<file path="src/common/dptl_regs.svh">
/*
 * Fixed figures of the digital phase tracking loop: clock rates, time code
 * division, phase register scale, update positions and multiplex timing.
 * Assumes inclusion by bare name from the design files; definitions only.
 */
`ifndef DPTL_REGS_SVH
`define DPTL_REGS_SVH

`define DPTL_CLK_HZ 50000000
`define DPTL_TICK_HZ 1020000
`define DPTL_RATE_GCD 10000
`define DPTL_TC_DIV 100
`define DPTL_PH_MOD 100000
`define DPTL_PH_DIGIT 1000
`define DPTL_ADD_POS 99
`define DPTL_DIFF_POS 0
`define DPTL_SLOT_TC 1020
`define DPTL_NUM_SLOTS 8
`define DPTL_SLOT_A 0
`define DPTL_SLOT_B 1
`define DPTL_RST_VAL 0

`endif

</file>
<file path="src/common/dptl_pkg.sv">
/*
 * Types shared by the tracking loop and its time code generator.
 * Assumes no other package; numbers live in dptl_regs.svh.
 */
package dptl_pkg;
	typedef logic [16:0] dptl_phase_t;
	typedef logic [6:0] dptl_pos_t;
	typedef enum logic [1:0] {
		DPTL_DF_IDLE,
		DPTL_DF_CLEAR,
		DPTL_DF_ADD,
		DPTL_DF_SUB
	} dptl_diff_step_t;
endpackage

</file>
<file path="src/dptl_timecode.sv">
/*
 * Time code generator: derives the 1.02 MHz clock pulse enable from sys_clk,
 * divides it into the time code cycle and produces the multiplex waveforms.
 * Assumes a single sys_clk domain with synchronous active-low reset.
 */
`timescale 1ns/1ps
`include "dptl_regs.svh"

module dptl_timecode #(
	parameter int CLK_HZ = `DPTL_CLK_HZ,
	parameter int TICK_HZ = `DPTL_TICK_HZ,
	parameter int SLOT_TC = `DPTL_SLOT_TC,
	parameter int NUM_SLOTS = `DPTL_NUM_SLOTS
) (
	input wire logic sys_clk,
	input wire logic rstn,
	output logic tick_q,
	output dptl_pkg::dptl_pos_t tc_pos_q,
	output logic wave_a_q,
	output logic wave_b_q
);
	localparam int STEP = TICK_HZ / `DPTL_RATE_GCD;
	localparam int MODV = CLK_HZ / `DPTL_RATE_GCD;
	localparam int AW = $clog2(MODV + STEP + 1);
	localparam int CW = $clog2(SLOT_TC + 1);
	localparam int SW = $clog2(NUM_SLOTS + 1);

	logic [AW-1:0] frac_q, frac_d;
	logic tick_d;
	dptl_pkg::dptl_pos_t tc_pos_d;
	logic [CW-1:0] cyc_q, cyc_d;
	logic [SW-1:0] slot_q, slot_d;
	logic wave_a_d, wave_b_d;

	// fractional divider: 50 MHz is not a whole multiple of 1.02 MHz, so the
	// pulse spacing jitters by one sys_clk while the average rate is exact
	always_comb begin
		logic [AW-1:0] sum;
		sum = frac_q + AW'(STEP);
		frac_d = sum;
		tick_d = 1'b0;
		tc_pos_d = tc_pos_q;
		cyc_d = cyc_q;
		slot_d = slot_q;
		if (sum >= AW'(MODV)) begin
			frac_d = sum - AW'(MODV);
			tick_d = 1'b1;
			if (tc_pos_q == 7'(`DPTL_TC_DIV - 1)) begin
				tc_pos_d = 7'h00;
				if (cyc_q == CW'(SLOT_TC - 1)) begin
					cyc_d = '0;
					slot_d = (slot_q == SW'(NUM_SLOTS - 1)) ? '0 : slot_q + SW'(1);
				end else begin
					cyc_d = cyc_q + CW'(1);
				end
			end else begin
				tc_pos_d = tc_pos_q + 7'h01;
			end
		end
		wave_a_d = (slot_d == SW'(`DPTL_SLOT_A));
		wave_b_d = (slot_d == SW'(`DPTL_SLOT_B));
	end

	always_ff @(posedge sys_clk) begin
		if (!rstn) begin
			frac_q <= '0;
			tick_q <= 1'b0;
			tc_pos_q <= 7'h00;
			cyc_q <= '0;
			slot_q <= '0;
			wave_a_q <= 1'b0;
			wave_b_q <= 1'b0;
		end else begin
			frac_q <= frac_d;
			tick_q <= tick_d;
			tc_pos_q <= tc_pos_d;
			cyc_q <= cyc_d;
			slot_q <= slot_d;
			wave_a_q <= wave_a_d;
			wave_b_q <= wave_b_d;
		end
	end
endmodule

</file>
<file path="src/dptl_tracker.sv">
/*
 * Digital phase tracking loop with two time-shared station registers,
 * optional tandem velocity integrators and a phase difference register.
 * Assumes limited_in is the hard-limited receive signal, synchronous to
 * sys_clk (50 MHz), and that multiplex alignment is handled elsewhere.
 */
`timescale 1ns/1ps
`include "dptl_regs.svh"

module dptl_tracker #(
	parameter int LOOP_ORDER = 2,
	parameter int VEL_W = 16,
	parameter int SLOT_TC = `DPTL_SLOT_TC,
	parameter int NUM_SLOTS = `DPTL_NUM_SLOTS
) (
	input wire logic sys_clk,
	input wire logic rstn,
	input wire logic limited_in,
	output logic sample_q,
	output dptl_pkg::dptl_pos_t phase_ind_a_q,
	output dptl_pkg::dptl_pos_t phase_ind_b_q,
	output logic signed [7:0] phase_diff_q,
	output logic wave_a_q,
	output logic wave_b_q
);
	localparam int NV = LOOP_ORDER - 1;
	localparam int NVA = (NV > 0) ? NV : 1;

	logic tick_q;
	dptl_pkg::dptl_pos_t tc_pos_q;
	dptl_pkg::dptl_phase_t phase_q [2];
	dptl_pkg::dptl_phase_t phase_d [2];
	logic signed [VEL_W-1:0] vel_q [2][NVA];
	logic signed [VEL_W-1:0] vel_d [2][NVA];
	dptl_pkg::dptl_pos_t pos_a, pos_b, sel_pos;
	dptl_pkg::dptl_pos_t ind_a_d, ind_b_d;
	logic hit, sample_d, add_slot;
	logic signed [VEL_W-1:0] vstep;
	dptl_pkg::dptl_diff_step_t df_q, df_d;
	logic signed [7:0] dacc_q, dacc_d, diff_d;

	// phase register value modulo five decimal places
	function automatic dptl_pkg::dptl_phase_t ph_wrap(input dptl_pkg::dptl_phase_t v,
			input logic signed [31:0] d);
		logic signed [31:0] s;
		s = $signed({15'h0000, v}) + d;
		if (s < 0)
			s = s + `DPTL_PH_MOD;
		else if (s >= `DPTL_PH_MOD)
			s = s - `DPTL_PH_MOD;
		return s[16:0];
	endfunction

	// the two top decimal digits select the clock position
	function automatic dptl_pkg::dptl_pos_t pos_of(input dptl_pkg::dptl_phase_t v);
		return 7'(v / 17'(`DPTL_PH_DIGIT));
	endfunction

	dptl_timecode #(
		.SLOT_TC(SLOT_TC),
		.NUM_SLOTS(NUM_SLOTS)
	) u_tc (
		.sys_clk(sys_clk),
		.rstn(rstn),
		.tick_q(tick_q),
		.tc_pos_q(tc_pos_q),
		.wave_a_q(wave_a_q),
		.wave_b_q(wave_b_q)
	);

	// sampling: the active station steers the matrix
	always_comb begin
		pos_a = pos_of(phase_q[0]);
		pos_b = pos_of(phase_q[1]);
		sel_pos = wave_b_q ? pos_b : pos_a;
		hit = tick_q && (wave_a_q || wave_b_q) && (tc_pos_q == sel_pos);
		sample_d = hit;
		vstep = limited_in ? VEL_W'(1) : -VEL_W'(1);
		add_slot = tick_q && (tc_pos_q == 7'(`DPTL_ADD_POS));
		ind_a_d = pos_a;
		ind_b_d = pos_b;
	end

	// loop integrators, gated per station
	always_comb begin
		logic gate;
		gate = 1'b0;
		phase_d = phase_q;
		vel_d = vel_q;
		for (int s = 0; s < 2; s++) begin
			gate = (s == 0) ? wave_a_q : wave_b_q;
			if (gate) begin
				if (NV == 0) begin
					if (hit)
						phase_d[s] = ph_wrap(phase_q[s], 32'(vstep));
				end else begin
					if (hit)
						vel_d[s][0] = vel_q[s][0] + vstep;
					if (add_slot) begin
						for (int k = 1; k < NVA; k++)
							vel_d[s][k] = vel_q[s][k] + vel_q[s][k-1];
						phase_d[s] = ph_wrap(phase_q[s], 32'(vel_q[s][NVA-1]));
					end
				end
			end
		end
	end

	// difference register: clear, add first station, subtract second
	always_comb begin
		df_d = df_q;
		dacc_d = dacc_q;
		diff_d = phase_diff_q;
		if (tick_q) begin
			case (df_q)
				dptl_pkg::DPTL_DF_IDLE: begin
					if (tc_pos_q == 7'(`DPTL_DIFF_POS))
						df_d = dptl_pkg::DPTL_DF_CLEAR;
				end
				dptl_pkg::DPTL_DF_CLEAR: begin
					dacc_d = 8'sh00;
					df_d = dptl_pkg::DPTL_DF_ADD;
				end
				dptl_pkg::DPTL_DF_ADD: begin
					dacc_d = dacc_q + $signed({1'b0, pos_a});
					df_d = dptl_pkg::DPTL_DF_SUB;
				end
				dptl_pkg::DPTL_DF_SUB: begin
					dacc_d = dacc_q - $signed({1'b0, pos_b});
					diff_d = dacc_d;
					df_d = dptl_pkg::DPTL_DF_IDLE;
				end
				default: df_d = dptl_pkg::DPTL_DF_IDLE;
			endcase
		end
	end

	always_ff @(posedge sys_clk) begin
		if (!rstn) begin
			for (int s = 0; s < 2; s++) begin
				phase_q[s] <= 17'(`DPTL_RST_VAL);
				for (int k = 0; k < NVA; k++)
					vel_q[s][k] <= VEL_W'(`DPTL_RST_VAL);
			end
			sample_q <= 1'b0;
			phase_ind_a_q <= 7'h00;
			phase_ind_b_q <= 7'h00;
			df_q <= dptl_pkg::DPTL_DF_IDLE;
			dacc_q <= 8'sh00;
			phase_diff_q <= 8'sh00;
		end else begin
			phase_q <= phase_d;
			vel_q <= vel_d;
			sample_q <= sample_d;
			phase_ind_a_q <= ind_a_d;
			phase_ind_b_q <= ind_b_d;
			df_q <= df_d;
			dacc_q <= dacc_d;
			phase_diff_q <= diff_d;
		end
	end
endmodule

</file>
<file path="config.mk">
export PLATFORM = sky130hd
export DESIGN_NAME = dptl_tracker
export DESIGN_NICKNAME = d
export VERILOG_FILES = /design/src/common/dptl_pkg.sv /design/src/dptl_timecode.sv /design/src/dptl_tracker.sv
export VERILOG_INCLUDE_DIRS = /design/src /design/src/common
export SDC_FILE = /design/constraint.sdc
export NUM_CORES = 1
export LEC_CHECK = 0
export ABC_CLOCK_PERIOD_IN_PS = 6500
export BUFFER_PORTS_ARGS = -buffer_cell sky130_fd_sc_hd__buf_2
export CAP_MARGIN = 40
export CORE_MARGIN = 2
export CORE_UTILIZATION = 50
export CTS_CLUSTER_SIZE = 40
export DETAILED_ROUTE_END_ITERATION = 8
export MAX_ROUTING_LAYER = met4
export PLACE_DENSITY = 0.69
export SLEW_MARGIN = 30
export SYNTH_ARGS = -nofsm -noshare
export SYNTH_HDL_FRONTEND = slang
export SYNTH_SLANG_ARGS = --single-unit
</file>
<file path="constraint.sdc">
create_clock -name sys_clk -period 6.5 [get_ports sys_clk]
set_input_delay 0.325 -clock sys_clk [delete_from_list [all_inputs] [get_ports sys_clk]]
set_output_delay 0.325 -clock sys_clk [all_outputs]
set_load 0.02 [all_outputs]
</file>
==> results of run 1 <==
==> placed cells by master (no fill, tap or decap), types with 31 or more instances in the layout <==
cell type	count
buf_4	224
nor2_1	181
nand2_1	163
a21oi_1	123
dfxtp_1	122
inv_1	96
o21ai_0	94
ha_1	92
nand3_1	88
xnor2_1	87
mux2i_1	33
nor3_1	32
xor2_1	31
==> through the flow <==
step,util,total power (µW),instances
after global routing,0.638,1990,2401
after CTS,0.600,1940,2357
final,0.638,1930,2401
after detailed placement,0.573,959,2322
after global placement,0.572,954,2322
after floorplan,-,937,1838
==> sequential cells by signal, summed over array words and instances, names as in the netlist <==
| signal | count |
|---|---|
| dacc_q | 8 |
| u_tc.slot_q | 4 |
| vel_q | 32 |
| u_tc.wave_b_q | 1 |
| phase_ind_a_q | 7 |
| phase_diff_q | 8 |
| u_tc.tc_pos_q | 7 |
| u_tc.cyc_q | 10 |
| u_tc.frac_q | 12 |
| phase_q | 34 |
| phase_ind_b_q | 7 |
| u_tc.wave_a_q | 1 |
| sample_q | 1 |
| u_tc.tick_q | 1 |
| df_q | 2 |
==> repair_timing <==
action | 4_1_cts | 5_1_grt
resized for setup | 26 | 157
setup buffers | 2 | 42
endpoints found under the setup margin | 5 | 26
pin swaps | 4 | 96
gates cloned | 1 | 3
==> layout make-up <==
type,instances,area [µm²]
clock buffers,18,439
clock inverters,14,159
fillers,2293,9730
inverters,102,383
multi-input cells,1519,10900
flip-flops and latches,135,2740
well taps,341,427
repair buffers,272,2130
==> power by group <==
part | leakage (µW) | internal (µW) | switching, µW
clock network | 0.000286 | 554 | 438
logic | 0.00570 | 34.6 | 63.9
registers | 0.00110 | 832 | 7.54
total | 0.00709 | 1420 | 509
==> logic make-up (layout without fill, tap and decap cells) <==
family | count (synthesis) | count (layout)
mux | 44 | 44
buf+inv | 185 | 406
xor+xnor | 122 | 122
compound gates | 572 | 572
simple gates | 679 | 680
fa+ha+maj | 101 | 101
flops | 135 | 135
==> worst min-delay path: stages <==
cell     delay (ns)
buf_2          0.11
xnor2_1        0.14
or4_1          0.11
a21oi_1        0.05
==> how the worst max path moves through the flow <==
stage / slack (ns) / end / depth (start not counted)
floorplan: 0.15 / dacc_q[7] / 30
global route: -0.33 / dacc_q[7] / 30
global placement: -0.09 / dacc_q[7] / 29
detailed placement: -0.16 / dacc_q[6] / 32
finish: -0.07 / dacc_q[7] / 32
CTS: 0.002 / dacc_q[6] / 31
==> metal layers <==
layer / vias up / GRT usage
met5: - / -
met4: 0 / 0.0777
met3: 82 / 0.0329
met2: 443 / 0.470
met1: 6880 / 0.351
li1: 7188 / -
==> impl_metrics.toml, run 1 <==
[hold_path]
worstHoldPathCells = 4
hp-start = "limited_in"
holdCritPathClass = "primary input to flop"
hold_end = "vel_q[15]"

[yosys]
synthSimpleGateAreaFrac = 0.243
synth.avg_cell_area_um2 = 7.42
synth-adder-area-share = 0.0958
synth-xor-area-share = 0.0784
synth_cell_types = 113
synth_top_family_by_area = "compound AO/OA/AOI/OAI gates"
yosysMostFrequentCell = "nor2_1"
synth_top_area_frac = 0.198
yosysTopAreaCell = "dfxtp_1"
synthMuxAreaShare = 0.0330
synth_edf_count = 0
synth.area.top_cells = "dfxtp_1 (20%), ha_1 (8.6%), xnor2_1 (5.8%)"
syn-cell-area_um2 = 13600
yosys_warnings = 0
synthFlopType = "dfxtp_1"
synth_compound_area_frac = 0.296
synth-seq-cells = 135
syn-instance-count = 1838
ys_top_cells_by_count = "nor2_1 (188), nand2_1 (166), a21oi_1 (138), dfxtp_1 (135), o21ai_0 (106)"
synth_fp_nets = 1941
ys_seq_area_frac = 0.198
ys_async_sr_fraction = 0

[detailed_routing]
routed_wl_mm = 40.5
drc_errors = 0
wl_met1_mm = 18.0
ant_nets = 0
drt_iter0_drc = 1004
wl_met3_mm = 1.88
via_per_inst = 6.08
maxUsedRoutingLayer = "met4"
wl_per_cell_um = 16.9
wl_met2_mm = 19.8
dr.pass1.iters = 5
vias = 14600

[sta]
max_slew_margin = 0.461
layout_setup_ws_ns = -0.0655
fin_tns_setup_ns = -0.0813
rsz0062_at_grt = "true"
max_freq_mhz = 152
fin_crit_sh = 1.01
setup_viol = 2
hold_viol_final = 0
skew_ns = 0.0150
report.final.slew_viol_count = 0
tightest_slew_ns = 0.805
hold_ws_ns = 0.348
fin_crit_ns = 6.57

[clock_tree]
path_clk_slew_ns = 0.07
htreeDepth = 4
cts_root_buffer = "clkbuf_16"
clock-sinks = 135
hold_buffers = 0
clock_path_buffers = 2
cts_tree = "built"
cts-buffers-inserted = 17
clock_latency_ns = 0.44

[setup_path]
max_stage_delay_ns = 0.46
timing.reg2reg.setup_slack_ns = -0.07
path_class = "flop to flop"
r2r_start = "phase_q[12]"
critPathMaxFanout = 5
cp.arrival_ns = 6.87
slowest_stage = "or3_4"
path_buf_inv = 4
worstRegToRegCells = 32
rr_endpoint = "dacc_q[7]"
required_ns = 6.80
endpoint_kind = "flop"
crit_start = "phase_q[12]"
path_delay_family = "compound AO/OA/AOI/OAI gates"
crit_path_start_kind = "flop"
cp_common_cell = "a21o_1"

[place]
hpwl_mm = 29.1
place_congestion = 0.948
io_buffer_count = 27
pre_cts_ws_ns = -0.159
place_area_um2 = 15400

[grt]
antenna_found_initial = 0
grt_pass1_vias = 13600
grt_use_total = 0.278
grt_max_degree = 60
grt_pass1_wl_mm = 65.0
grt-ovfl-total = 0

[floorplan]
rows = 60
die_area_um2 = 28600
pin_count = 28
start_util = 0.507
coreArea_um2 = 26900
die_w_um = 169
die_y_um = 169

[layout]
drive_gt1_frac = 0.237
antenna_cells = 0
design_area_um2 = 17100
areaGrowthSynthToFinish_pct = 25.7
final_nets = 2150

[job]
cap_violations = 0

[power]
p_leak_uw = 0.00709
vdd_ir_drop_max_uv = 167
p_per_area_nw_per_um2 = 113

[status]
failed_checks = "setup timing"
status = "complete, but fails checks"
No activity file was read; power rests on OpenSTA's default activity.
==> run 2: changes to the inputs <==
Settings changed: ABC_CLOCK_PERIOD_IN_PS 6500 to default.
Clock period 6.5 ns to 5.53 ns, I/O delays scaled along.
==> impl_metrics.toml, run 2 (synthesized netlist as in run 1, its figures left out) <==
[clock_tree]
cts-buffers-inserted = 17
clock_path_buffers = 2
cts_root_buffer = "clkbuf_16"
htreeDepth = 4
cts_tree = "built"
path_clk_slew_ns = 0.07
clock_latency_ns = 0.43
hold_buffers = 0
clock-sinks = 135

[power]
seq_power_share = 0.418
p_int_uw = 1770
vdd_ir_drop_max_uv = 199
p_leak_uw = 0.00804
p_per_area_nw_per_um2 = 126
p_sw_uw = 598
pwr-share-comb = 0.049
clkPwrFrac = 0.533
netSwitchingFraction = 0.253

[layout]
seqCellArea_um2 = 2730
top_regs = "phase_q x34, vel_q x32, u_tc.frac_q x12"
final_nets = 2276
antenna_cells = 0
final_common_cell = "buf_4"
mostFrequentLayoutCells = "buf_4 (334), nor2_1 (181), nand2_1 (161), dfxtp_1 (120), a21oi_1 (113)"
fill_cells = 2022
multi_input_area_um2 = 11400
drive_gt1_frac = 0.308
largest_reg_flops = 34
areaGrowthSynthToFinish_pct = 37.2
regMostFlops = "phase_q"

[setup_path]
worstSetupPathDepth = 30
r2r_start = "phase_q[27]"
path_class = "flop to flop"
path_delay_family = "compound AO/OA/AOI/OAI gates"
timing.reg2reg.setup_slack_ns = -1.15
path_buf_inv = 5
cp_common_cell = "buf_4"
max_stage_delay_ns = 0.45
required_ns = 5.82
worstRegToRegCells = 30
crit_path_start_kind = "flop"
rr_endpoint = "dacc_q[7]"
cp.arrival_ns = 6.97
endpoint_kind = "flop"
crit_start = "phase_q[27]"
endpoint = "dacc_q[7]"
slowest_stage = "or3_4"
critPathMaxFanout = 6

[floorplan]
die_w_um = 169
pin_count = 28
coreArea_um2 = 26900
start_util = 0.507
die_y_um = 169
rows = 60
die_area_um2 = 28600

[hold_path]
holdCritPathClass = "primary input to flop"

[grt]
grt_use_total = 0.293
antenna_found_initial = 0
grt_util_met3 = 0.0317
use_met1 = 0.342
grt_pass1_wl_mm = 68.5
grt_pass1_vias = 14600
grt-ovfl-total = 0
grt-busiest-layer = "met2"
grt_max_degree = 60
grt_use_met2 = 0.524

[sta]
fin_crit_ns = 6.68
max_slew_margin = 0.509
tightest_slew_ns = 0.735
max_freq_mhz = 150
setup_viol = 35
rsz0062_at_grt = "true"
hold_ws_ns = 0.324
layout_setup_ws_ns = -1.15
hold_viol_final = 0
skew_ns = 0.0169
report.final.slew_viol_count = 0
fin_crit_sh = 1.21

[status]
status = "complete, but fails checks"
failed_checks = "setup timing"

[place]
pre_cts_ws_ns = -1.05
place_congestion = 0.966
hpwl_mm = 29.9
io_buffer_count = 27

[detailed_routing]
drt_iter0_drc = 1064
drc_errors = 0
via_per_inst = 6.04
dr.pass1.iters = 5
vias = 15300
ant_nets = 0
routed_wl_mm = 43.7
wl_per_cell_um = 17.3

[job]
cap_violations = 0
==> run 2: cell types whose count changed in the layout (fill, tap and decap cells not counted), sizes merged <==
cell / previous run / this run
buf: 270 / 398
clkinvlp: 2 / 0
bufinv: 1 / 3
clkinv: 5 / 2
inv: 108 / 111
clkbuf: 20 / 19
and4: 8 / 7
==> run 2: repair_timing <==
item | CTS | global route
pin swaps | 63 | 77
endpoints found under the setup margin | 48 | 65
gates cloned | 1 | 3
setup buffers | 61 | 26
gates resized for setup | 146 | 133
==> run 2: cell type report <==
class,instances,share of cell area
Clock inverter,14,0.0109
Multi-Input combinational cell,1518,0.608
Tap cell,341,0.0228
Inverter,102,0.0205
Timing Repair Buffer,399,0.168
Sequential cell,135,0.146
Clock buffer,18,0.0235
==> run 2: worst min path at each step <==
| stage | start | endpoint | slack (ns) | cells past startpoint |
|---|---|---|---|---|
| after floorplan | rstn | u_tc.tick_q | 0.43 | 2 |
| after global placement | phase_diff_q[6] | phase_diff_q[6] | 0.44 | 2 |
| after detailed placement | phase_diff_q[6] | phase_diff_q[6] | 0.44 | 2 |
| after CTS | limited_in | vel_q[15] | 0.31 | 4 |
| after global routing | limited_in | vel_q[15] | 0.33 | 4 |
| final | limited_in | vel_q[15] | 0.32 | 4 |
==> run 2: per-layer routing <==
metal  part of all wire  routed length [µm]
met2               0.50               21900
met5                  0                   0
met4              0.033                1450
met1               0.42               18400
met3              0.045                1960
==> run 2: power groups by stage <==
| stage | combinational (µW) | clock [µW] | sequential [µW] |
|---|---|---|---|
| 2_1_floorplan | 90.4 | 0 | 1010 |
| 3_3_place_gp | 109 | 0 | 1010 |
| 3_5_place_dp | 116 | 0 | 1010 |
| 4_1_cts | 116 | 1280 | 989 |
| 5_1_grt | 130 | 1310 | 989 |
| 6_report | 116 | 1260 | 988 |
==> run 2: worst min-delay path: stages <==
cell     delay [ns]
buf_2          0.11
xnor2_1        0.15
or4_1          0.11
a21oi_1        0.06
==> run 2: per-stage QoR <==
step / utilization / TNS [ns] / cells / total power, µW / instance area (µm²)
after floorplan: - / -4.70 / 1838 / 1100 / 13800
after global placement: 0.603 / -17.66 / 2413 / 1120 / 16200
after detailed placement: 0.603 / -23.37 / 2413 / 1130 / 16200
after CTS: 0.669 / -10.26 / 2503 / 2380 / 18000
after global routing: 0.696 / -23.88 / 2527 / 2430 / 18700
final: 0.696 / -17.45 / 2527 / 2370 / 18700
